File: config.mk
export PLATFORM = sky130hd
export DESIGN_NAME = rsdc_uart_tx
export DESIGN_NICKNAME = d
export VERILOG_FILES = /design/src/rsdc_uart_tx.v /design/src/rsdc_buf2.v
export VERILOG_INCLUDE_DIRS = /design/src /design/src/pkg
export SDC_FILE = /design/constraint.sdc
export NUM_CORES = 1
export LEC_CHECK = 0
export BUFFER_PORTS_ARGS = -buffer_cell sky130_fd_sc_hd__buf_2
export CAP_MARGIN = 10
export CORE_MARGIN = 3
export CORE_UTILIZATION = 40
export CTS_CLUSTER_SIZE = 28
export DETAILED_ROUTE_END_ITERATION = 16
export PLACE_DENSITY = 0.64
export SLEW_MARGIN = 20
export SYNTH_ARGS = -nofsm -noshare
export SYNTH_HDL_FRONTEND = slang
export SYNTH_SLANG_ARGS = --single-unit
File: constraint.sdc
create_clock -name core_clk_i -period 2.8 [get_ports core_clk_i]
set_clock_uncertainty 0.2 [all_clocks]
set_input_delay 0 -clock core_clk_i [delete_from_list [all_inputs] [get_ports core_clk_i]]
set_output_delay 0 -clock core_clk_i [all_outputs]
set_load 0.05 [all_outputs]
File: src/pkg/rsdc_consts.vh
// constants for the rs485 transmit uart with direction control
// assumes inclusion by bare name from the design files
`ifndef RSDC_CONSTS_VH
`define RSDC_CONSTS_VH
`define RSDC_OFS_DATA 3'h0
`define RSDC_OFS_DIVHI 3'h1
`define RSDC_OFS_LCTRL 3'h3
`define RSDC_OFS_MCTRL 3'h4
`define RSDC_OFS_LSTAT 3'h5
`define RSDC_OFS_SCRATCH 3'h7
`define RSDC_MCR_RTS 1
`define RSDC_MCR_AUTO 4
`define RSDC_LSR_THRE 5
`define RSDC_LSR_TEMT 6
`define RSDC_LCR_DIVISOR_LATCH_ACCESS_BIT 7
`define RSDC_LCR_STOP 2
`define RSDC_RST_DIV 16'h000c
`define RSDC_RST_LCR 8'h03
`define RSDC_RST_MCR 8'h00
`define RSDC_CLK_HZ 50000000
`define RSDC_CLK_16X 16
`endif

File: src/rsdc_uart_tx.v
// What this block does
// - auto mode drives line while data waits
// - request-to-send only steers transceiver direction
// - clear-to-send treated as always asserted
// - status bit five shows the holding buffer has room
// - divisor gives rates from about 48 to 3125000 on a 50 MHz core clock
// - register block placed on any eight-byte boundary in 000-3ff
// - auto mode ignores request-to-send bit
// - low control bits set width and stops
//
// transmit side of an isa-style byte uart with rs485 direction pin
// assumes io_base_i is static and the bus strobes are one-cycle pulses
// on core_clk_i; receive path is not part of this block
`timescale 1ns/1ns
`include "rsdc_consts.vh"
module rsdc_uart_tx #(
   parameter DIV_W = 16
) (
   input wire core_clk_i,
   input wire srst_i,
   input wire [9:0] io_base_i,
   input wire [9:0] io_addr_i,
   input wire io_wr_i,
   input wire io_rd_i,
   input wire [7:0] io_wdata_i,
   output reg [7:0] io_rdata_o,
   input wire cts_n_i,
   output reg txd_o,
   output reg drv_en_o,
   output wire rts_o
);
   localparam ST_IDLE = 2'd0;
   localparam ST_START = 2'd1;
   localparam ST_DATA = 2'd2;
   localparam ST_STOP = 2'd3;

   reg [7:0] line_ctrl;
   reg [7:0] modem_control;
   reg [7:0] scratch;
   reg [DIV_W-1:0] divisor;
   reg [1:0] state;
   reg [7:0] shift;
   reg [2:0] bit_idx;
   reg [2:0] width_m1;
   reg two_stops;
   reg stop_idx;
   reg [DIV_W+3:0] tick_cnt;
   reg [2:0] cts_sync;
   wire sel;
   wire [2:0] ofs;
   wire divisor_latch_access_bit;
   wire buf_in_ready;
   wire buf_valid;
   wire [7:0] buf_data;
   wire buf_pop;
   wire tick;
   wire auto_mode;
   wire busy;
   wire [7:0] line_status;

   // match the eight-byte window at any eight-aligned base inside the 10-bit space
   function hit;
      input [9:0] addr;
      input [9:0] base;
      begin
         hit = (addr[9:3] == base[9:3]);
      end
   endfunction

   assign sel = hit(io_addr_i, io_base_i);
   assign ofs = io_addr_i[2:0];
   assign divisor_latch_access_bit = line_ctrl[`RSDC_LCR_DIVISOR_LATCH_ACCESS_BIT];
   assign auto_mode = modem_control[`RSDC_MCR_AUTO];
   assign busy = (state != ST_IDLE);
   // the bit only reaches the direction pin, never the line
   assign rts_o = modem_control[`RSDC_MCR_RTS];

   // register writes; divisor shares offsets 0 and 1 under divisor_latch_access_bit
   always @(posedge core_clk_i) begin
      if (srst_i) begin
         divisor <= `RSDC_RST_DIV;
         line_ctrl <= `RSDC_RST_LCR;
         modem_control <= `RSDC_RST_MCR;
         scratch <= 8'h00;
      end else if (io_wr_i & sel) begin
         case (ofs)
            `RSDC_OFS_DATA: begin
               if (divisor_latch_access_bit)
                  divisor[7:0] <= io_wdata_i;
            end
            `RSDC_OFS_DIVHI: begin
               if (divisor_latch_access_bit)
                  divisor[DIV_W-1:8] <= io_wdata_i[DIV_W-9:0];
            end
            `RSDC_OFS_LCTRL: line_ctrl <= io_wdata_i;
            `RSDC_OFS_MCTRL: modem_control <= io_wdata_i;
            `RSDC_OFS_SCRATCH: scratch <= io_wdata_i;
            default: scratch <= scratch;
         endcase
      end
   end

   // data writes go into the buffer; dropped only when full
   rsdc_buf2 #(
      .WIDTH(8)
   ) u_buf (
      .core_clk_i(core_clk_i),
      .srst_i(srst_i),
      .in_valid_i(io_wr_i & sel & (ofs == `RSDC_OFS_DATA) & ~divisor_latch_access_bit),
      .in_ready_o(buf_in_ready),
      .in_data_i(io_wdata_i),
      .out_valid_o(buf_valid),
      .out_ready_i(buf_pop),
      .out_data_o(buf_data)
   );

   assign line_status = {1'b0, ~buf_valid & ~busy, buf_in_ready, 5'h00};

   // register reads
   always @(posedge core_clk_i) begin
      if (srst_i) begin
         io_rdata_o <= 8'h00;
      end else if (io_rd_i & sel) begin
         case (ofs)
            `RSDC_OFS_DATA: io_rdata_o <= divisor_latch_access_bit ? divisor[7:0] : 8'h00;
            `RSDC_OFS_DIVHI: begin
               if (divisor_latch_access_bit)
                  io_rdata_o <= divisor[DIV_W-1:8];
               else
                  io_rdata_o <= 8'h00;
            end
            `RSDC_OFS_LCTRL: io_rdata_o <= line_ctrl;
            `RSDC_OFS_MCTRL: io_rdata_o <= modem_control;
            `RSDC_OFS_LSTAT: io_rdata_o <= line_status;
            `RSDC_OFS_SCRATCH: io_rdata_o <= scratch;
            default: io_rdata_o <= 8'h00;
         endcase
      end
   end

   // clear-to-send synchronised but not used to gate sending
   always @(posedge core_clk_i) begin
      if (srst_i)
         cts_sync <= 3'b000;
      else
         cts_sync <= {cts_sync[1:0], ~cts_n_i};
   end

   // bit period is divisor times sixteen core cycles
   assign tick = (tick_cnt == 20'd0) & busy;
   always @(posedge core_clk_i) begin
      if (srst_i | ~busy)
         tick_cnt <= {divisor, 4'h0} - 20'd1;
      else if (tick_cnt == 20'd0)
         tick_cnt <= {divisor, 4'h0} - 20'd1;
      else
         tick_cnt <= tick_cnt - 20'd1;
   end

   // shifter pops only when idle and not in divisor setup
   assign buf_pop = ~busy & ~divisor_latch_access_bit & buf_valid;

   // frame: start, 5..8 data lsb first, one or two stops
   always @(posedge core_clk_i) begin
      if (srst_i) begin
         state <= ST_IDLE;
         txd_o <= 1'b1;
         shift <= 8'h00;
         bit_idx <= 3'd0;
         width_m1 <= 3'd7;
         two_stops <= 1'b0;
         stop_idx <= 1'b0;
      end else begin
         case (state)
            ST_IDLE: begin
               txd_o <= 1'b1;
               if (buf_pop) begin
                  shift <= buf_data;
                  // last data index is width minus one, i.e. code plus 4
                  width_m1 <= {1'b0, line_ctrl[1:0]} + 3'd4;
                  two_stops <= line_ctrl[`RSDC_LCR_STOP];
                  txd_o <= 1'b0;
                  state <= ST_START;
               end
            end
            ST_START: begin
               if (tick) begin
                  txd_o <= shift[0];
                  shift <= {1'b0, shift[7:1]};
                  bit_idx <= 3'd0;
                  state <= ST_DATA;
               end
            end
            ST_DATA: begin
               if (tick) begin
                  if (bit_idx == width_m1) begin
                     txd_o <= 1'b1;
                     stop_idx <= 1'b0;
                     state <= ST_STOP;
                  end else begin
                     txd_o <= shift[0];
                     shift <= {1'b0, shift[7:1]};
                     bit_idx <= bit_idx + 3'd1;
                  end
               end
            end
            ST_STOP: begin
               if (tick) begin
                  if (two_stops & ~stop_idx)
                     stop_idx <= 1'b1;
                  else
                     state <= ST_IDLE;
               end
            end
            default: state <= ST_IDLE;
         endcase
      end
   end

   // line driver enable
   always @(posedge core_clk_i) begin
      if (srst_i)
         drv_en_o <= 1'b0;
      else if (auto_mode)
         // data waiting or frame still leaving
         drv_en_o <= buf_valid | busy;
      else
         drv_en_o <= modem_control[`RSDC_MCR_RTS];
   end
endmodule

File: src/rsdc_buf2.v
// two-entry buffer between register write and the shifter
// assumes both sides on core_clk_i, synchronous reset
`timescale 1ns/1ns
module rsdc_buf2 #(
   parameter WIDTH = 8
) (
   input wire core_clk_i,
   input wire srst_i,
   input wire in_valid_i,
   output wire in_ready_o,
   input wire [WIDTH-1:0] in_data_i,
   output wire out_valid_o,
   input wire out_ready_i,
   output wire [WIDTH-1:0] out_data_o
);
   reg [WIDTH-1:0] mem [0:1];
   reg wr_ptr;
   reg rd_ptr;
   reg [1:0] count;
   wire push;
   wire pop;

   // honest full and empty from the occupancy count
   assign in_ready_o = (count != 2'd2);
   assign out_valid_o = (count != 2'd0);
   assign out_data_o = mem[rd_ptr];
   assign push = in_valid_i & in_ready_o;
   assign pop = out_valid_o & out_ready_i;

   // pointer and count update
   always @(posedge core_clk_i) begin
      if (srst_i) begin
         wr_ptr <= 1'b0;
         rd_ptr <= 1'b0;
         count <= 2'd0;
      end else begin
         if (push) begin
            mem[wr_ptr] <= in_data_i;
            wr_ptr <= ~wr_ptr;
         end
         if (pop)
            rd_ptr <= ~rd_ptr;
         if (push & ~pop)
            count <= count + 2'd1;
         else if (pop & ~push)
            count <= count - 2'd1;
      end
   end
endmodule

Word-level counts from Yosys, hierarchy flattened. Memory sizes are Yosys's and may differ from the RTL's. A register that Yosys moved wholly into a read port is not among the register bits. Cells that the tools add are included.

Add/sub/neg operators: 6. Equality and inequality tests: 19. Mux-type cells: 39. Bitwise gates (word level): 23. Reductions and logical operators: 20.

Operators with widths (number): $mux W8 (6); $pmux W8 S6 (1); $mux W20 (2); $sub A20 B1 Y20 const B (2); $pmux W8 S3 (1); $logic_not A20 Y1 (1); $mux W2 (8); $ne A2 B2 Y1 const B (8); $mux W1 (14); $and A1 B1 Y1 (13); $reduce_and A5 Y1 (2); $reduce_bool A2 Y1 (5); $eq A3 B3 Y1 const B (3); $mux W3 (3); $reduce_and A3 Y1 (3); $not A1 Y1 (8); $pmux W2 S4 (1); $reduce_and A2 Y1 (4); $eq A7 B7 Y1 (1); $pmux W3 S2 (1); $reduce_and A6 Y1 (1); $eq A2 B2 Y1 const B (2); $reduce_and A4 Y1 (1); $add A2 B3 Y3 const B (1); other kinds (14) (15).

Bits in registers: 92. RAM bits: 16. Output and inout bits: 11. Memories kept: 1.

Memory list: u_buf.mem (words 2, width 8, read ports 1, clocked after Yosys merged registers in 1, wr ports 1, line rsdc_buf2.v:16) `reg [WIDTH-1:0] mem [0:1];`.

Logic depth before layout (Yosys ltp). Gate-level depths: netlist (run 1).

Word-level depth: 9. Depth in mapped cells: 9. Mapped depth without buffers: 9.

Modules after synthesis. A second synthesis (run 1) with hierarchy kept.

Cell total of the unflattened synthesis: 538. Area, all modules: 5245.0 sq um.

By module, submodules not included: rsdc_uart_tx (times used 1, cells each 486, area each 4441.8 sq um); rsdc_buf2 (times used 1, cells each 52, area each 803.3 sq um).

Worst setup path after synthesis (run 1). No wires, ideal clock.

Kind: input-to-reg. Start point: input port io_base_i[9]. End point: memory u_buf.mem[1][0] (enable). Library setup time: 0.385 ns. Arrival: 2.053 ns. Path slack: 0.162 ns. Stages: 5. Path buffers: 0. Path through: xor2_1 -> nor4_2 -> nand4_1 -> or2_2 -> nor3b_1.

Cells in the longest elaborated chain, start to end: 8.

RTL lines: start: declaration (line rsdc_uart_tx.v:21) `input wire [9:0] io_base_i,`; $eq A7 B7 Y1 (line rsdc_uart_tx.v:66) `hit = (addr[9:3] == base[9:3]);`; $and A1 B1 Y1 (3 in a row) (line rsdc_uart_tx.v:109) `` .in_valid_i(io_wr_i & sel & (ofs == `RSDC_OFS_DATA) & ~divisor_latch_access_bit), ``; $and A1 B1 Y1 (line rsdc_buf2.v:27) `assign push = in_valid_i & in_ready_o;`; $mux W1 (line rsdc_buf2.v:37) `if (push) begin`; $mux W1 (line rsdc_buf2.v:32) `if (srst_i) begin`; $mux W1 (not written as such) (line rsdc_buf2.v:38) `mem[wr_ptr] <= in_data_i;`; end: declaration (line rsdc_buf2.v:16).

Every way passes these cells.

Worst setup path after layout (run 1).
Start point: register tick_cnt[0]. End point: register shift[5].

Cells in the longest elaborated chain, start to end: 4. Elaborated cells on any way between the ends: 5. Classes of those cells: 2 x eq/ne; 1 x bitwise; 2 x reduce/logical.

RTL lines: start: declaration (line rsdc_uart_tx.v:47) `reg [DIV_W+3:0] tick_cnt;`; start signal: assignment (line rsdc_uart_tx.v:153) `tick_cnt <= {divisor, 4'h0} - 20'd1;`; start signal: assignment (line rsdc_uart_tx.v:155) `tick_cnt <= {divisor, 4'h0} - 20'd1;`; start signal: assignment (line rsdc_uart_tx.v:157) `tick_cnt <= tick_cnt - 20'd1;`; $logic_not A20 Y1 * (line rsdc_uart_tx.v:150) `assign tick = (tick_cnt == 20'd0) & busy;`; $and A1 B1 Y1 * (line rsdc_uart_tx.v:150); $ne A2 B2 Y1 (no source line); $reduce_and A5 Y1 (no source line) *; end signal: assignment (line rsdc_uart_tx.v:178) `shift <= buf_data;`; end signal: assignment (line rsdc_uart_tx.v:189) `shift <= {1'b0, shift[7:1]};`; end signal: assignment (line rsdc_uart_tx.v:202) `shift <= {1'b0, shift[7:1]};`; end: declaration (line rsdc_uart_tx.v:42) `reg [7:0] shift;`.

Every way passes the cells marked *; elsewhere a longest branch is shown, timed or not. A chain may end at the register's enable or synchronous reset.

==> results of run 1 <==
cell families after synthesis:
logic type	after synthesis
AND/OR/NAND/NOR	184
AO/OA/AOI/OAI	93
XOR/XNOR	39
adder cells (fa/ha/maj)	10
flip-flops	108
buffers and inverters	40
multiplexers	58
critical path, stage by stage, from the launching register on:
cell,delay (ns)
dfxtp_1,0.34
inv_1,0.09
ha_1,0.14
or4b_1,0.45
nand3b_1,0.28
o41ai_4,0.45
nand3b_1,0.32
o2bb2ai_1,0.22
path summary, 6_finish.rpt:
path         slack, ns         start       endpoint  cells past startpoint
max reg2reg       0.23   tick_cnt[0]       shift[5]                      7
min               0.06  io_addr_i[1]  io_rdata_o[2]                      3
max               0.23   tick_cnt[0]       shift[5]                      7
min reg2reg       0.23   tick_cnt[0]    tick_cnt[0]                      1
metrics by stage:
step,power (mW),area (µm²),hold slack [ns]
6_report,3.877,5981,0.05930
5_1_grt,4.105,5981,0.09317
4_1_cts,3.905,5981,0.04783
3_5_place_dp,2.718,5583,0.1270
3_3_place_gp,2.687,5583,0.1254
2_1_floorplan,2.445,5160,-0.1011
cells in the final DEF, fill, tap and decap left out, drive strengths merged, types with 9 or more instances in the layout:
cell type	n
dfxtp	92
clkbuf	9
xor2	19
xnor2	20
o21ai	11
mux2i	58
dlygate4sd3	12
edfxtp	16
a21oi	25
buf	54
inv	17
nor2	79
nand2	27
ha	10
nor3	18
state kept, by name (all words and copies together) (netlist names), 3 cells and up, named ones only:
register,flops
line_ctrl,8
tick_cnt,20
bit_idx,3
modem_control,8
divisor,16
u_buf.mem,16
shift,8
scratch,8
io_rdata_o,8
where the power goes:
part	internal, mW	switching, mW
logic	0.359	0.554
registers	1.69	0.0913
clock network	0.608	0.571
total	2.66	1.22
metal layers:
layer  routed length, µm  track usage (%)  vias to the layer above
met5                   0                0                        -
met4                 212            5.082                        0
met3                 488            3.157                       14
met2                5203            26.02                      115
met1                5670            24.00                     1872
li1                    -                -                     2018
final cells by class:
class | instances | share of cell area, %
multi-input combinational | 384 | 44.85
clock buffer | 9 | 3.766
tap | 168 | 3.515
inverter | 16 | 1.004
timing repair buffer | 66 | 7.155
clock inverter | 7 | 0.8787
sequential | 108 | 38.83
repair_timing:
action                                  4_1_cts  5_1_grt
hold buffers                                 12        0
endpoints found under the setup margin        0        0
endpoints found under the hold margin        74        0
setup buffers                                 0        0
==> impl_metrics.json, run 1 <==
{
  "multi_input_area_um2": 2683,
  "place_worst_setup_slack_ns": 0.2437,
  "hold_viol": 0,
  "setup_slack_ns": 0.2332,
  "seq_area_um2": 2322,
  "setup_viol": 0,
  "first_pass_iters": 5,
  "die_w_um": 119.6,
  "grt_usage_pct": 16.84,
  "p_per_area_nw_per_um2": 648.2,
  "muxShareOfSynthArea_pct": 11.25,
  "portBuffers": 39,
  "synth_cell_types": 60,
  "tns_ns": 0,
  "cts-htree-levels": 3,
  "p_leak_nw": 2.566,
  "postCtsResizedCells": 0,
  "syn_to_final_growth_pct": 15.91,
  "cp.required_ns": 2.87,
  "period_share_pct": 91.67,
  "drc_errors": 0,
  "rsz0062_at_grt": "false",
  "synth_edf_count": 16,
  "outcome": "finished, final reports clean",
  "synth_top_cell_by_area": "dfxtp_1",
  "instances_no_fill": 758,
  "synth_top_family_by_area": "simple AND/OR/NAND/NOR gates",
  "die_h_um": 119.6,
  "antenna_found_initial": 0,
  "avgSynthCellArea_um2": 9.699,
  "yosys-top-cells-count": "92 x dfxtp_1, 79 x nor2_1, 58 x mux2i_1, 27 x nand2_1, 25 x a21oi_1",
  "wl_per_cell_um": 15.27,
  "cts_sinks": 108,
  "ys_ff_latch": 108,
  "min_path_type": "in2reg",
  "peakVddDrop_mv": 0.4427,
  "io_pins": 44,
  "async_reset_ff_share_pct": 0,
  "yosysTopAreaCellShare_pct": 35.69,
  "clk_pin_slew_worst_paths_ns": 0.07,
  "synth_most_common_cell": "dfxtp_1",
  "gp_congestion": 0.8516,
  "min_period_ns": 2.567,
  "detail-route-antenna-nets": 0,
  "cp_max_fo": 7,
  "grt_pass1_vias": 3864,
  "synth-simple-area-share_pct": 18.57,
  "synth_xor_area_share_pct": 6.620,
  "synth.area.top_cells": "dfxtp_1 36%, mux2i_1 11%, edfxtp_1 9.3%, nor2_1 5.7%, xnor2_1 3.4%",
  "fmax_mhz": 389.6,
  "yosysWarnings": 0,
  "dp.cells": 730,
  "synthCells": 532,
  "insertion_delay_ns": 0.34,
  "worst_setup_path_start_kind": "register",
  "drv_cap": 0,
  "max_slew_margin_pct": 59.51,
  "cts_buffer_depth": 2,
  "synth-adder-area-share_pct": 2.425,
  "num_vias": 4019,
  "synth_compound_area_share_pct": 13.12,
  "cp-end-kind": "register",
  "grt_overflow": 0,
  "nets": 628,
  "cts_made_buffers": 9,
  "synthesis.area_um2": 5160,
  "grt_max_degree": 32,
  "critPathArrivalTime_ns": 2.63,
  "core_area_um2": 12310,
  "syn_nets": 575,
  "viasPerCell": 5.302,
  "drt-total-wl_mm": 11.57,
  "tightestPinTransition_ns": 0.6045,
  "dieArea_um2": 14300,
  "nFillCells": 1165,
  "drive_gt1_share_pct": 14.75,
  "rows": 40,
  "finalMaxSlewViolations": 0,
  "postLayoutCoreUtil_pct": 48.58,
  "cts_tree": "built",
  "synth_ff_type": "dfxtp_1",
  "diodes": 0,
  "grt_pass1_wl_mm": 19.48,
  "synth_seq_area_share_pct": 45.00,
  "dr.first_iter.drc_count": 169,
  "crit_type": "reg2reg",
  "dpl.hpwl_mm": 8.352,
  "clock-root-buffer": "clkbuf_16",
  "start_util_pct": 41.91
}
(Power assumes the default switching activity.)
==> inputs of run 2 (changes only) <==
--- a/config.mk
+++ b/config.mk
@@ -16,4 +16,5 @@
 export SLEW_MARGIN = 20
 export SYNTH_ARGS = -nofsm -noshare
 export SYNTH_HDL_FRONTEND = slang
+export SYNTH_HIERARCHICAL = 1
 export SYNTH_SLANG_ARGS = --single-unit
==> impl_metrics.json, run 2 <==
{
  "dieArea_um2": 14520,
  "use_met1_pct": 21.75,
  "hold_buffers": 11,
  "crit_family": "simple AND/OR/NAND/NOR gates",
  "intPower_mw": 2.580,
  "tightestPinTransition_ns": 0.5587,
  "postCtsResizedCells": 0,
  "max_slew_margin_pct": 62.58,
  "layout_common_cells": "92 x dfxtp_1, 81 x nor2_1, 61 x mux2i_1, 39 x buf_2, 29 x nand2_1",
  "cts_made_buffers": 9,
  "path_buf_inv": 3,
  "crit_type": "reg2reg",
  "min_path_type": "in2reg",
  "grt_usage_pct": 16.35,
  "cp_max_fo": 5,
  "clock-root-buffer": "clkbuf_16",
  "cts_tree": "built",
  "cts_buffer_depth": 2,
  "power_frac_seq_pct": 47.0,
  "tns_ns": 0,
  "portBuffers": 39,
  "yosysWarnings": 6,
  "dpl.hpwl_mm": 8.474,
  "cpMostUsedCell": "inv_1",
  "cts_sinks": 108,
  "drt-total-wl_mm": 11.58,
  "synthesis.area_um2": 5245,
  "grt_max_degree": 33,
  "p_comb_share_pct": 18.9,
  "synth.area.top_cells": "dfxtp_1 35%, mux2i_1 12%, edfxtp_1 9.2%, nor2_1 5.8%, xor2_1 3.5%",
  "die_w_um": 120.5,
  "min_period_ns": 2.503,
  "yosys-top-cells-count": "92 x dfxtp_1, 81 x nor2_1, 61 x mux2i_1, 29 x nand2_1, 23 x a21oi_1",
  "critPathArrivalTime_ns": 2.58,
  "synth_cell_types": 59,
  "p_clk_share_pct": 34.0,
  "start_util_pct": 41.23,
  "seq_area_um2": 2322,
  "antenna_found_initial": 0,
  "p_switching_mw": 1.057,
  "path_cells": "inv_1, ha_1, inv_1, or3_1, inv_1, o21ai_0, ha_1, or3_1, a21oi_1",
  "synth_most_common_cell": "dfxtp_1",
  "nFillCells": 1244,
  "rows": 41,
  "setup_viol": 0,
  "met2_usage_pct": 26.41,
  "wl_per_cell_um": 15.13,
  "core_area_um2": 12720,
  "grt-busiest-layer": "met2",
  "period_share_pct": 89.40,
  "first_pass_iters": 5,
  "drc_errors": 0,
  "grt_overflow": 0,
  "yosysTopAreaCellShare_pct": 35.11,
  "synth_seq_area_share_pct": 44.27,
  "cts-htree-levels": 3,
  "cts_setup_buffers": 0,
  "synth_edf_count": 16,
  "layout_commonest_cell": "dfxtp_1",
  "syn_nets": 581,
  "largest_register_ffs": 20,
  "avgSynthCellArea_um2": 9.749,
  "syn_to_final_growth_pct": 15.24,
  "diodes": 0,
  "grtUsageMet3_pct": 2.993,
  "grt_pass1_vias": 3838,
  "die_h_um": 120.5,
  "rsz0062_at_grt": "false",
  "synthCells": 538,
  "hold_viol": 0,
  "outcome": "finished, final reports clean",
  "top_register": "tick_cnt",
  "p_per_area_nw_per_um2": 601.7,
  "slowest_delay_ns": 0.39,
  "setup_slack_ns": 0.2967,
  "grt_pass1_wl_mm": 19.02,
  "multi_input_area_um2": 2758,
  "dr.first_iter.drc_count": 146,
  "gp_congestion": 0.8410,
  "worst_setup_path_start_kind": "register",
  "p_leak_nw": 2.563,
  "largestRegisters": "tick_cnt (20), divisor (16), u_buf/mem (16)",
  "cp.required_ns": 2.88,
  "detail-route-antenna-nets": 0,
  "netSwitchingFraction_pct": 29.06,
  "crit_slowest_cell": "or3_1",
  "synth_top_cell_by_area": "dfxtp_1",
  "place_worst_setup_slack_ns": 0.2985,
  "insertion_delay_ns": 0.34,
  "nets": 631,
  "num_vias": 4067,
  "cp-end-kind": "register",
  "io_pins": 44,
  "clk_pin_slew_worst_paths_ns": 0.07,
  "peakVddDrop_mv": 0.3046,
  "ys_ff_latch": 108,
  "synth_ff_type": "dfxtp_1",
  "drv_cap": 0,
  "viasPerCell": 5.316,
  "async_reset_ff_share_pct": 0,
  "drive_gt1_share_pct": 15.35,
  "fmax_mhz": 399.5,
  "finalMaxSlewViolations": 0
}
==> run 2: cell types whose count changed in the layout (fill, tap and decap cells not counted), sizes merged, moves of 5 or more <==
cell | before | now
inv | 17 | 24
nand3b | 5 | 0
o2bb2ai | 7 | 1
mux2 | 0 | 8
a22oi | 6 | 1
a211oi | 1 | 8
a221oi | 0 | 5
o221ai | 5 | 0
==> run 2: worst register-to-register path: stages, from the launching register on <==
cell     delay, ns
dfxtp_1       0.34
inv_1         0.14
ha_1          0.20
inv_1         0.06
or3_1         0.39
inv_1         0.13
o21ai_0       0.14
ha_1          0.35
or3_1         0.35
a21oi_1       0.14
==> run 2: kinds of logic after synthesis <==
group	count (synthesis)	synth area share, %
AOI/OAI and AO/OA	84	11.14
xor gates and xnor gates	41	6.846
adders and majority gates	10	2.385
buffers and inverters	41	3.149
DFF	108	44.27
muxes	69	13.36
and+or+nand+nor	185	18.85
==> run 2: metal layers <==
metal	share of wire [%]	wire, µm
met1	47	5420
met4	2.4	278
met3	4.0	468
met5	0	0
met2	47	5411
==> run 2: worst paths after layout <==
check / from / to / slack (ns) / cells after the start
worst max-delay path: state[0] / u_buf/count[1] / 0.30 / 9
worst min-delay path: io_wr_i / line_ctrl[0] / 0.03 / 3
worst min register to register: tick_cnt[0] / tick_cnt[0] / 0.23 / 1
worst max register to register: state[0] / u_buf/count[1] / 0.30 / 9
==> run 2: area by class of cell <==
cell class,instances,area share [%]
clock buffers,9,3.726
inverters,19,1.180
clock inverters,7,1.076
well taps,172,3.560
repair buffers,61,6.417
flip-flops and latches,108,38.42
multi-input cells,389,45.62
==> run 2: stage by stage <==
step           hold WS (ns)  total power, mW  utilization, %  std cells  area, µm²
2_1_floorplan       -0.1309            2.257               -        538       5245
3_3_place_gp         0.1105            2.409           44.36        738       5644
3_5_place_dp         0.1068            2.427           44.36        738       5644
4_1_cts             0.01992            3.682           47.51        765       6045
5_1_grt             0.05038            3.819           47.51        765       6045
6_report            0.02632            3.637           47.51        765       6045
==> run 2: power groups by stage <==
stage / registers, mW / clock network, mW / logic [mW]
2_1_floorplan: 1.73 / 0 / 0.523
3_3_place_gp: 1.74 / 0 / 0.669
3_5_place_dp: 1.75 / 0 / 0.682
4_1_cts: 1.71 / 1.28 / 0.696
5_1_grt: 1.72 / 1.34 / 0.761
6_report: 1.71 / 1.24 / 0.688
